File: config.mk
export PLATFORM = sky130hd
export DESIGN_NAME = gpt_top
export DESIGN_NICKNAME = d
export VERILOG_FILES = /design/src/verilog/gpt_pkg.sv /design/src/verilog/gpt_top.sv /design/src/verilog/count_unit.sv
export VERILOG_INCLUDE_DIRS = /design/src /design/src/verilog
export SDC_FILE = /design/constraint.sdc
export NUM_CORES = 1
export LEC_CHECK = 0
export BUFFER_PORTS_ARGS = -buffer_cell sky130_fd_sc_hd__buf_2
export CORE_UTILIZATION = 40
export CTS_CLUSTER_SIZE = 24
export DETAILED_ROUTE_END_ITERATION = 6
export PLACE_DENSITY = 0.55
export SYNTH_ARGS = -nofsm -noshare
export SYNTH_HDL_FRONTEND = slang
export SYNTH_HIERARCHICAL = 1
export SYNTH_SLANG_ARGS = --single-unit
File: constraint.sdc
create_clock -name pclk -period 4.6 [get_ports pclk]
set_clock_uncertainty 0.15 [all_clocks]
set_input_delay 0.92 -clock pclk [delete_from_list [all_inputs] [get_ports pclk]]
set_output_delay 0.92 -clock pclk [all_outputs]
set_load 0.01 [all_outputs]
File: src/verilog/gpt_map.svh
`ifndef GPT_MAP_SVH
`define GPT_MAP_SVH

// Register byte offsets
`define GPT_OFF_CFG     8'h00
`define GPT_OFF_LOAD_A  8'h08
`define GPT_OFF_LOAD_B  8'h0C
`define GPT_OFF_MATCH_A 8'h10
`define GPT_OFF_MATCH_B 8'h14
`define GPT_OFF_PRE_A   8'h18
`define GPT_OFF_PRE_B   8'h1C
`define GPT_OFF_PMAT_A  8'h20
`define GPT_OFF_PMAT_B  8'h24
`define GPT_OFF_VALUE_A 8'h28
`define GPT_OFF_VALUE_B 8'h2C
`define GPT_OFF_RIS     8'h30
`define GPT_OFF_IMR     8'h34
`define GPT_OFF_MIS     8'h38

// Field widths and reset values
`define GPT_CFG_W       8
`define GPT_IRQ_W       5
`define GPT_PRE_W       16
`define GPT_CFG_RST     8'h00
`define GPT_IMR_RST     5'h00

`endif

File: src/verilog/gpt_pkg.sv
package gpt_pkg;

  typedef enum logic [1:0] {
    MODE_PERIODIC,
    MODE_CAPCNT,
    MODE_PWM,
    MODE_RTC
  } tmode_t;

  // Bit 0 is full
  typedef struct packed {
    logic   rtc_en;
    logic   en_b;
    logic   en_a;
    tmode_t mode_b;
    tmode_t mode_a;
    logic   full;
  } cfg_t;

  // Bit 0 is a_tmo
  typedef struct packed {
    logic b_match;
    logic b_tmo;
    logic rtc;
    logic a_match;
    logic a_tmo;
  } irq_bits_t;

  typedef struct packed {
    cfg_t        cfg;
    logic [31:0] load_a;
    logic [31:0] load_b;
    logic [31:0] match_a;
    logic [31:0] match_b;
    logic [15:0] pre_a;
    logic [15:0] pre_b;
    logic [15:0] pm_a;
    logic [15:0] pm_b;
    logic [31:0] snap;
    irq_bits_t   ris;
    irq_bits_t   imr;
    logic        reload_a;
    logic        reload_b;
    logic [31:0] rdata;
    logic [2:0]  ccp_a_s;
    logic [2:0]  ccp_b_s;
  } gpt_st_t;

endpackage

File: src/verilog/gpt_top.sv
// Notes on behaviour
// - New load enters running counter immediately, but in full-width only on the low-word write
// - Full-width load is one 64-bit value
// - Load readback returns programmed value
// - 32-bit access serves half modes
// - Full-width uses first half's settings
// - Capture count match raises interrupt
// - PWM duty set by match value
// - Prescaler acts only in half-width
// - Prescale match extends the match range
// - RTC enable starts counting in RTC
// - RTC enable ignored outside RTC mode
// - Clearing RTC enable halts counting
// - Present count readable, also 64-bit
// - Only enabled sources reach interrupt line
//
// Design decisions made here: the placing of the registers and the APB slave port.
`timescale 1ns/100ps
`include "gpt_map.svh"
module gpt_top import gpt_pkg::*; (
  // APB clock and reset
  input  wire logic        pclk,
  input  wire logic        presetn,
  // APB slave
  input  wire logic        psel,
  input  wire logic        penable,
  input  wire logic        pwrite,
  input  wire logic [7:0]  paddr,
  input  wire logic [31:0] pwdata,
  output logic      [31:0] prdata,
  output logic             pready,
  output logic             pslverr,
  // Capture pins
  input  wire logic        ccp_a,
  input  wire logic        ccp_b,
  // Outputs
  output logic             pwm_a,
  output logic             pwm_b,
  output logic             irq
);

  gpt_st_t     st_ff;
  gpt_st_t     nxt_st;
  logic [63:0] count_a;
  logic [47:0] count_b;
  logic [63:0] load_a_w;
  logic [63:0] match_a_w;
  logic        run_a;
  logic        run_b;
  logic        edge_a;
  logic        edge_b;
  logic        tmo_a;
  logic        tmo_b;
  logic        hit_a;
  logic        hit_b;
  logic        setup;
  logic        wr;
  irq_bits_t   ev;
  irq_bits_t   clr;

  function automatic logic addr_ok(input logic [7:0] a);
    case (a)
      `GPT_OFF_CFG, `GPT_OFF_LOAD_A, `GPT_OFF_LOAD_B, `GPT_OFF_MATCH_A, `GPT_OFF_MATCH_B,
      `GPT_OFF_PRE_A, `GPT_OFF_PRE_B, `GPT_OFF_PMAT_A, `GPT_OFF_PMAT_B, `GPT_OFF_VALUE_A,
      `GPT_OFF_VALUE_B, `GPT_OFF_RIS, `GPT_OFF_IMR, `GPT_OFF_MIS: addr_ok = 1'b1;
      default: addr_ok = 1'b0;
    endcase
  endfunction

  function automatic logic run_of(input tmode_t m, input logic en, input logic rtc_en);
    run_of = (m == MODE_RTC) ? (en && rtc_en) : en;
  endfunction

  assign setup   = psel && !penable;
  assign wr      = psel && penable && pwrite && addr_ok(paddr);
  assign pready  = 1'b1;
  assign pslverr = psel && penable && !addr_ok(paddr);
  assign prdata  = st_ff.rdata;

  // Edge detect reads only settled stages
  assign edge_a = st_ff.ccp_a_s[1] && !st_ff.ccp_a_s[2];
  assign edge_b = st_ff.ccp_b_s[1] && !st_ff.ccp_b_s[2];

  assign run_a = run_of(st_ff.cfg.mode_a, st_ff.cfg.en_a, st_ff.cfg.rtc_en);
  assign run_b = !st_ff.cfg.full && run_of(st_ff.cfg.mode_b, st_ff.cfg.en_b, st_ff.cfg.rtc_en);

  always_comb begin
    if (st_ff.cfg.full) begin
      load_a_w  = {st_ff.load_b, st_ff.load_a};
      match_a_w = {st_ff.match_b, st_ff.match_a};
    end else begin
      load_a_w  = {16'h0000, st_ff.pre_a, st_ff.load_a};
      match_a_w = {16'h0000, st_ff.pm_a, st_ff.match_a};
    end
  end

  count_unit #(
    .W (64)
  ) u_unit_a (
    .pclk      (pclk),
    .presetn   (presetn),
    .mode      (st_ff.cfg.mode_a),
    .run       (run_a),
    .reload    (st_ff.reload_a),
    .edge_in   (edge_a),
    .load_val  (load_a_w),
    .match_val (match_a_w),
    .count     (count_a),
    .timeout   (tmo_a),
    .match_hit (hit_a),
    .pwm       (pwm_a)
  );

  count_unit #(
    .W (48)
  ) u_unit_b (
    .pclk      (pclk),
    .presetn   (presetn),
    .mode      (st_ff.cfg.mode_b),
    .run       (run_b),
    .reload    (st_ff.reload_b),
    .edge_in   (edge_b),
    .load_val  ({st_ff.pre_b, st_ff.load_b}),
    .match_val ({st_ff.pm_b, st_ff.match_b}),
    .count     (count_b),
    .timeout   (tmo_b),
    .match_hit (hit_b),
    .pwm       (pwm_b)
  );

  always_comb begin
    ev         = '0;
    ev.a_tmo   = tmo_a;
    ev.a_match = hit_a && (st_ff.cfg.mode_a != MODE_RTC);
    ev.rtc     = hit_a && (st_ff.cfg.mode_a == MODE_RTC);
    ev.b_tmo   = tmo_b;
    ev.b_match = hit_b;
    clr        = '0;
    if (wr && (paddr == `GPT_OFF_RIS)) begin
      clr = irq_bits_t'(pwdata[`GPT_IRQ_W-1:0]);
    end
  end

  always_comb begin
    nxt_st          = st_ff;
    nxt_st.reload_a = 1'b0;
    nxt_st.reload_b = 1'b0;
    nxt_st.ccp_a_s  = {st_ff.ccp_a_s[1:0], ccp_a};
    nxt_st.ccp_b_s  = {st_ff.ccp_b_s[1:0], ccp_b};
    // Set beats a same-cycle clear
    nxt_st.ris      = (st_ff.ris & ~clr) | ev;
    if (setup) begin
      case (paddr)
        `GPT_OFF_CFG:     nxt_st.rdata = {24'h000000, st_ff.cfg};
        `GPT_OFF_LOAD_A:  nxt_st.rdata = st_ff.load_a;
        `GPT_OFF_LOAD_B:  nxt_st.rdata = st_ff.load_b;
        `GPT_OFF_MATCH_A: nxt_st.rdata = st_ff.match_a;
        `GPT_OFF_MATCH_B: nxt_st.rdata = st_ff.match_b;
        `GPT_OFF_PRE_A:   nxt_st.rdata = {16'h0000, st_ff.pre_a};
        `GPT_OFF_PRE_B:   nxt_st.rdata = {16'h0000, st_ff.pre_b};
        `GPT_OFF_PMAT_A:  nxt_st.rdata = {16'h0000, st_ff.pm_a};
        `GPT_OFF_PMAT_B:  nxt_st.rdata = {16'h0000, st_ff.pm_b};
        `GPT_OFF_VALUE_A: begin
          nxt_st.rdata = count_a[31:0];
          nxt_st.snap  = count_a[63:32];
        end
        `GPT_OFF_VALUE_B: nxt_st.rdata = st_ff.cfg.full ? st_ff.snap : count_b[31:0];
        `GPT_OFF_RIS:     nxt_st.rdata = {27'h0000000, st_ff.ris};
        `GPT_OFF_IMR:     nxt_st.rdata = {27'h0000000, st_ff.imr};
        `GPT_OFF_MIS:     nxt_st.rdata = {27'h0000000, st_ff.ris & st_ff.imr};
        default:          nxt_st.rdata = 32'h00000000;
      endcase
    end
    if (wr) begin
      case (paddr)
        `GPT_OFF_CFG:     nxt_st.cfg = cfg_t'(pwdata[`GPT_CFG_W-1:0]);
        `GPT_OFF_LOAD_A: begin
          nxt_st.load_a   = pwdata;
          nxt_st.reload_a = 1'b1;
        end
        `GPT_OFF_LOAD_B: begin
          nxt_st.load_b   = pwdata;
          // Upper word waits for the low word in full-width
          nxt_st.reload_b = !st_ff.cfg.full;
        end
        `GPT_OFF_MATCH_A: nxt_st.match_a = pwdata;
        `GPT_OFF_MATCH_B: nxt_st.match_b = pwdata;
        `GPT_OFF_PRE_A:   nxt_st.pre_a   = pwdata[`GPT_PRE_W-1:0];
        `GPT_OFF_PRE_B:   nxt_st.pre_b   = pwdata[`GPT_PRE_W-1:0];
        `GPT_OFF_PMAT_A:  nxt_st.pm_a    = pwdata[`GPT_PRE_W-1:0];
        `GPT_OFF_PMAT_B:  nxt_st.pm_b    = pwdata[`GPT_PRE_W-1:0];
        `GPT_OFF_IMR:     nxt_st.imr     = irq_bits_t'(pwdata[`GPT_IRQ_W-1:0]);
        default: begin
          nxt_st.imr = st_ff.imr;
        end
      endcase
    end
  end

  always_ff @(posedge pclk or negedge presetn) begin
    if (!presetn) begin
      st_ff     <= '0;
      st_ff.cfg <= cfg_t'(`GPT_CFG_RST);
      st_ff.imr <= irq_bits_t'(`GPT_IMR_RST);
    end else begin
      st_ff <= nxt_st;
    end
  end

  assign irq = |(st_ff.ris & st_ff.imr);

endmodule

File: src/verilog/count_unit.sv
`timescale 1ns/100ps
module count_unit import gpt_pkg::*; #(
  parameter int W = 48
) (
  // Clock and reset
  input  wire logic         pclk,
  input  wire logic         presetn,
  // Control
  input  wire tmode_t       mode,
  input  wire logic         run,
  input  wire logic         reload,
  input  wire logic         edge_in,
  input  wire logic [W-1:0] load_val,
  input  wire logic [W-1:0] match_val,
  // Status
  output logic      [W-1:0] count,
  output logic              timeout,
  output logic              match_hit,
  output logic              pwm
);

  typedef struct packed {
    logic [W-1:0] cnt;
    logic         tmo;
    logic         hit;
    logic         pwm;
  } unit_st_t;

  unit_st_t st_ff;
  unit_st_t nxt_st;
  logic [W-1:0] dec;
  logic [W-1:0] inc;

  assign dec = st_ff.cnt - W'(1);
  assign inc = st_ff.cnt + W'(1);

  always_comb begin
    nxt_st     = st_ff;
    nxt_st.tmo = 1'b0;
    nxt_st.hit = 1'b0;
    if (reload) begin
      nxt_st.cnt = load_val;
    end else if (run) begin
      case (mode)
        MODE_PERIODIC, MODE_PWM: begin
          nxt_st.tmo = (st_ff.cnt == '0);
          nxt_st.cnt = (st_ff.cnt == '0) ? load_val : dec;
        end
        MODE_CAPCNT: begin
          if (edge_in) begin
            nxt_st.tmo = (st_ff.cnt == '0);
            nxt_st.cnt = (st_ff.cnt == '0) ? load_val : dec;
            nxt_st.hit = (st_ff.cnt != '0) && (dec == match_val);
          end
        end
        MODE_RTC: begin
          nxt_st.cnt = inc;
          nxt_st.hit = (inc == match_val);
        end
        default: begin
          nxt_st.cnt = st_ff.cnt;
        end
      endcase
    end
    nxt_st.pwm = (mode == MODE_PWM) && run && (nxt_st.cnt > match_val);
  end

  always_ff @(posedge pclk or negedge presetn) begin
    if (!presetn) begin
      st_ff <= '0;
    end else begin
      st_ff <= nxt_st;
    end
  end

  assign count     = st_ff.cnt;
  assign timeout   = st_ff.tmo;
  assign match_hit = st_ff.hit;
  assign pwm       = st_ff.pwm;

endmodule

==> results of run 1 <==
metal layers:
metal	GRT usage	up-vias	wire [um]
met5	0	-	44
met4	0.219	6	12100
met3	0.0842	567	18900
met2	0.648	2253	83400
met1	0.551	19000	76700
li1	-	16500	-
cell families (layout without fill, tap and decap cells):
kind of cell | after synthesis | count (layout)
muxes | 388 | 388
buffers and inverters | 519 | 1157
other | 1 | 8
xor gates and xnor gates | 315 | 315
adders and majority gates | 118 | 118
DFF | 400 | 400
and+or+nand+nor | 1397 | 1397
AOI/OAI and AO/OA | 1030 | 1030
final timing paths:
check	start	end	slack [ns]	depth (start not counted)
worst max-delay path	u_unit_a/count[7]	u_unit_a/pwm	-0.37	20
max in group asynchronous	presetn	st_ff[39]	3.25	2
worst min register to register	nxt_st[1]	nxt_st[2]	0.20	0
min in group pclk	nxt_st[1]	nxt_st[2]	0.20	0
worst max register to register	u_unit_a/count[7]	u_unit_a/pwm	-0.37	20
worst min-delay path	presetn	st_ff[214]	0.07	1
cell usage after synthesis, types with 34 or more instances:
cell / number / area [um2]
a211oi_1: 39 / 293
a21o_1: 63 / 473
a21oi_1: 248 / 1240
a22o_1: 34 / 298
a22oi_1: 35 / 263
and2_1: 44 / 275
and3_1: 54 / 338
buf_2: 63 / 315
buf_4: 38 / 285
clkbuf_1: 219 / 822
dfrtp_1: 400 / 10000
ha_1: 118 / 1480
inv_1: 155 / 582
mux2_2: 231 / 2600
mux2_4: 38 / 571
mux2i_1: 106 / 1060
nand2_1: 372 / 1400
nand3_1: 126 / 631
nand4_1: 101 / 632
nor2_1: 254 / 953
nor3_1: 109 / 546
nor4_1: 89 / 557
o21ai_0: 265 / 1330
o22ai_1: 91 / 569
xnor2_1: 218 / 1910
xor2_1: 95 / 832
sequential cells by signal (all words and copies together) (netlist names):
| name | count |
|---|---|
| u_unit_a/count | 64 |
| u_unit_b/timeout | 1 |
| u_unit_a/timeout | 1 |
| u_unit_b/pwm | 1 |
| u_unit_b/count | 48 |
| u_unit_b/match_hit | 1 |
| prdata | 32 |
| nxt_st | 4 |
| st_ff | 246 |
| u_unit_a/match_hit | 1 |
| u_unit_a/pwm | 1 |
report_power, final:
group	total [W]	switching [W]	internal, W
Clock	0.00432	0.00182	0.00249
Combinational	0.00677	0.00378	0.00299
Sequential	0.00359	0.0000345	0.00355
stage by stage:
step / util / setup slack, ns
floorplan: - / 0.0131
global placement: 0.479 / -0.782
detailed placement: 0.479 / -0.748
CTS: 0.504 / -0.270
global route: 0.509 / -0.485
finish: 0.510 / -0.365
repair_timing:
item                                    4_1_cts  5_1_grt
pin swaps                                    37       46
endpoints found under the setup margin        2        3
gates resized for setup                      60       86
setup buffers                                16       15
cloned                                        0        1
layout make-up:
type | count | share of cell area
Inverter | 155 | 0.0132
Sequential cell | 400 | 0.227
Timing Repair Buffer | 908 | 0.158
Antenna cell | 7 | 0.000397
Clock buffer | 71 | 0.0326
Clock inverter | 23 | 0.00774
Tap cell | 1155 | 0.0327
Multi-Input combinational cell | 3249 | 0.528
==> metrics.txt, run 1 <==
Seq/Total Area, Yosys 0.286; die width 298 um; Synth cell types 96; fin crit share 1.08; RSZ-0062 raised after global routing true; commonest non-fill, non-tap cell in the layout buf_4; post-synthesis cell count 4168; clk_lat worst skew 0.70 ns; highest-count cells in the layout ignoring fill and taps buf_4 (789), dfrtp_1 (396), nand2_1 (371); synth-to-layout area growth 26.2%; Max Cap Viol 0; CTS tree built; Avg Vias per Cell 6.42; final hold slack 0.0708 ns; TritonCTS Buffers 50; PwrDens 332 nW/um2; crit-path most repeated cell buf_4; CTS Sinks 400; worst min path class input port to async pin; worst-margin pin slew 1.11 ns; max incr delay on CP 0.45 ns; crit end category flip-flop; grt total ovfl 0; layout net count 4929; area share of fa/ha/maj cells after synthesis 0.0422; vias in the first global route 36200; worst path cell trace buf_4 > nor4_2 > buf_4 > nand2_2 > buf_4 > or3_4 > buf_4 > or4_1 > nand2_1 > nand2_1 > a221o_1 > o22ai_1 > o21ai_2 > ha_1 > a21o_1 > a21oi_1 > o21ai_1 > a311oi_1 > nor3_1 > o21a_1; max_slew headroom 0.260; CP Class flip-flop to flip-flop; Max VDD drop 0.000337 V; DRT iter0 DRCs 4953; post-DP HPWL 150000 um; post-synthesis simple-gate area fraction 0.215; pin count of the biggest net entering global routing 85; critical path's slowest cell or4_1; crit-path max FO 11; #FFs+latches synth 400; violated checks design-rule violations, negative setup slack; area of the multi-input gates 23300 um2; via count 38300; WP buf/inv 4; GR Util All Layers 0.419; Worst Setup Start Kind flip-flop; H-tree depth 2; PnR worst setup slack -0.365 ns; Worst-path clk slew 0.08 ns; ys flop type dfrtp_1; chip height 298 um; Mapped Nets 4333; Remaining DRCs 1; critical path's top delay family compound AO/OA/AOI/OAI gates; Non-Filler Instances 5968; core area 86600 um2; Starting Density 0.404; main combinational cell family by area after synthesis simple AND/OR/NAND/NOR gates; 1st-pass router iterations 7; fillers 8423; share of cells above drive strength 1 0.299; Power Total 0.0147 W; FF+latch area 10000 um2; initial antenna violation count 14; Post-synth EDFFs 0; FMAX 201 MHz; I/O pin count 84; status finished with violations; Total Wirelength 191000 um; P_leak 20.1 nW; CTS Buffer Depth 3; routability cong. 1.05; FFs w/ async S/R, synth 1.00; Hold Violations, Final 0; setup_tns -0.433 ns; critical path required time 4.99 ns; Post-CTS Hold Fix Bufs 0; synth warn 6; final setup fails 2; Worst EP arrival 5.35 ns; global-route wire length before repair 269000 um; Routed Antenna Nets 0; mux share of post-synthesis cell area 0.127; number of port buffers 82; Synth Area in XOR/XNOR 0.0797; Avg Synthesized Cell Area 8.39 um2; Cell Area, Synth 35000 um2; post-synthesis compound-gate area fraction 0.186; die area 88600 um2; Finished Cell Area 44100 um2; wire length per cell 32.0 um; Final min period 4.97 ns; placed cell areas 41500 um2; root buffer cell clkbuf_16; Slew Viols, Final 0; Placed Cells 5836; # rows 108
Power figures use the tool's default switching activity.
==> run 2: changes to the inputs <==
--- a/config.mk
+++ b/config.mk
@@ -11,6 +11,7 @@
 export CTS_CLUSTER_SIZE = 24
 export DETAILED_ROUTE_END_ITERATION = 6
 export PLACE_DENSITY = 0.55
+export RECOVER_POWER = 25
 export SYNTH_ARGS = -nofsm -noshare
 export SYNTH_HDL_FRONTEND = slang
 export SYNTH_HIERARCHICAL = 1
==> metrics.txt, run 2 (same netlist as run 1, synthesis figures left out) <==
RSZ-0062 raised after global routing true; layout net count 4929 (unchanged); RR Endpoint u_unit_a/pwm; Post-CTS Hold Fix Bufs 0 (unchanged); Worst-path clk slew 0.08 ns (about the same); final hold slack 0.203 ns (+0.132 ns); Hold Path Stages 0; hold path startpoint nxt_st[1]; crit end category flip-flop; CTS Buffer Depth 3 (unchanged); CTS Sinks 400 (unchanged); share of cells above drive strength 1 0.298 (about the same); die area 88600 um2 (unchanged); H-tree depth 2 (unchanged); grt total ovfl 0 (unchanged); 1st-pass router iterations 6 (-1); setup_tns -0.349 ns (+0.0844 ns); Switching Fraction 0.384 (-0.000503); status finished with violations; number of port buffers 82 (unchanged); Starting Density 0.404 (unchanged); Non-Filler Instances 5966 (-0.034%); die width 298 um (unchanged); highest-count cells in the layout ignoring fill and taps buf_4 (787), dfrtp_1 (396), nand2_1 (371); critical path required time 4.99 ns (about the same); # rows 108 (unchanged); Placed Cells 5836 (unchanged); crit-path max FO 6 (-5); Routed Antenna Nets 0 (unchanged); commonest non-fill, non-tap cell in the layout buf_4; final setup fails 2 (unchanged); root buffer cell clkbuf_16; CP Class flip-flop to flip-flop; wire length per cell 32.1 um (about the same); TritonCTS Buffers 50 (unchanged); Util after Layout 0.509 (about the same); worst min path class flip-flop to flip-flop; Worst Setup Start Kind flip-flop; clock power share 0.294 (about the same); routability cong. 1.05 (unchanged); clk_lat worst skew 0.70 ns (about the same); via count 38200 (-0.19%); Max Cap Viol 1 (+1); pin count of the biggest net entering global routing 85 (unchanged); post-DP HPWL 150000 um (unchanged); FMAX 203 MHz (+0.90%); Worst EP arrival 5.31 ns (-0.04 ns); violated checks max-capacitance violations, max-slew violations, negative setup slack; PnR worst setup slack -0.321 ns (+0.0441 ns); max FFs per register 246 (unchanged); Total Wirelength 191000 um (about the same); worst-margin pin slew 3.42 ns (+2.32 ns); most flop-heavy register st_ff; Remaining DRCs 0 (-1); hold endpoint nxt_st[2]; max_slew headroom -1.28 (-1.54); Seq pwr share 0.245 (about the same); DRT iter0 DRCs 5185 (+4.7%); I/O pin count 84 (unchanged); initial antenna violation count 14 (unchanged); worst path cell trace buf_4 > and3_1 > nand4_1 > buf_4 > nor4_2 > nand3_1 > or3_1 > nor2_1 > a21oi_1 > nand2b_1 > a22o_1 > ha_1 > nand4_1 > buf_4 > nor4_1 > nand4_1 > and3b_1 > nor4_1 > o21a_1; fin crit share 1.07 (-0.00959); critical path's slowest cell nor4_2; worst r2r src u_unit_a/count[5]; Pint 0.00903 W (about the same); max incr delay on CP 0.46 ns (about the same); Slew Viols, Final 58 (+58); switching power 0.00563 W (-0.21%); vias in the first global route 36200 (unchanged); Final min period 4.92 ns (-0.0441 ns); Hold Violations, Final 0 (unchanged); Combinational Power Share 0.462 (about the same); CTS tree built; Max VDD drop 0.000333 V (-1.2%); chip height 298 um (unchanged); synth-to-layout area growth 26.2% (about the same); Avg Vias per Cell 6.41 (-0.15%); core area 86600 um2 (unchanged); PwrDens 332 nW/um2 (about the same); GR Util All Layers 0.419 (unchanged); Reg2Reg Depth 19 (-5.0%); R2R Setup Slk -0.32 ns (+0.04 ns); P_leak 20.1 nW (about the same); global-route wire length before repair 269000 um (unchanged)
## run 2: final cells by class
| class | count | area, um2 |
|---|---|---|
| Inverter | 155 | 582 |
| Multi-Input combinational cell | 3249 | 23300 |
| Sequential cell | 400 | 10000 |
| Tap cell | 1155 | 1450 |
| Antenna cell | 5 | 12.5 |
| Clock inverter | 23 | 342 |
| Fill cell | 8429 | 42500 |
| Timing Repair Buffer | 908 | 6970 |
| Clock buffer | 71 | 1440 |
## run 2: through the flow
step                setup slack [ns]  power [W]  area (um2)
finish                        -0.321     0.0147       44100
global placement              -0.782    0.00988       41500
detailed placement            -0.748    0.00984       41500
CTS                           -0.270     0.0143       43700
global route                  -0.485     0.0151       44100
floorplan                     0.0131    0.00681       35000
## run 2: how the worst max path moves through the flow
stage,start,end,slack (ns),cells past startpoint
after floorplan,u_unit_a/count[41],u_unit_a/pwm,0.01,21
after global placement,u_unit_a/count[1],u_unit_a/pwm,-0.78,25
after detailed placement,u_unit_a/count[0],u_unit_a/pwm,-0.75,25
after CTS,u_unit_a/count[6],u_unit_a/pwm,-0.27,21
after global routing,u_unit_a/count[1],u_unit_a/pwm,-0.48,24
final,u_unit_a/count[5],u_unit_a/pwm,-0.32,19
## run 2: metal layers
layer | part of all wire | wire [um] | GRT usage | vias to the layer above
met4 | 0.063 | 12000 | 0.219 | 8
met2 | 0.44 | 83800 | 0.648 | 2258
met1 | 0.40 | 76700 | 0.551 | 18900
li1 | - | - | - | 16500
met3 | 0.098 | 18800 | 0.0842 | 546
met5 | 0.00030 | 57 | 0 | -
## run 2: worst max-delay path, delay by kind of cell, from the launching register on
kind,cells,cell delay [ns]
AO/OA/AOI/OAI,3,0.39
adder cells (fa/ha/maj),1,0.33
buffers and inverters,3,0.64
flip-flops,1,0.43
AND/OR/NAND/NOR,12,2.84
## run 2: what timing repair did
action,in CTS,in global routing
endpoints found under the setup margin,2,3
gates cloned,0,1
resized for setup,60,86
setup buffers,16,15
pin swaps,37,46
## run 2: power by group through the flow
stage / Clock (W) / Sequential (W) / Combinational [W]
floorplan: 0 / 0.00364 / 0.00317
global placement: 0 / 0.00365 / 0.00623
detailed placement: 0 / 0.00365 / 0.00619
CTS: 0.00434 / 0.00359 / 0.00633
global route: 0.00447 / 0.00359 / 0.00705
finish: 0.00431 / 0.00359 / 0.00677
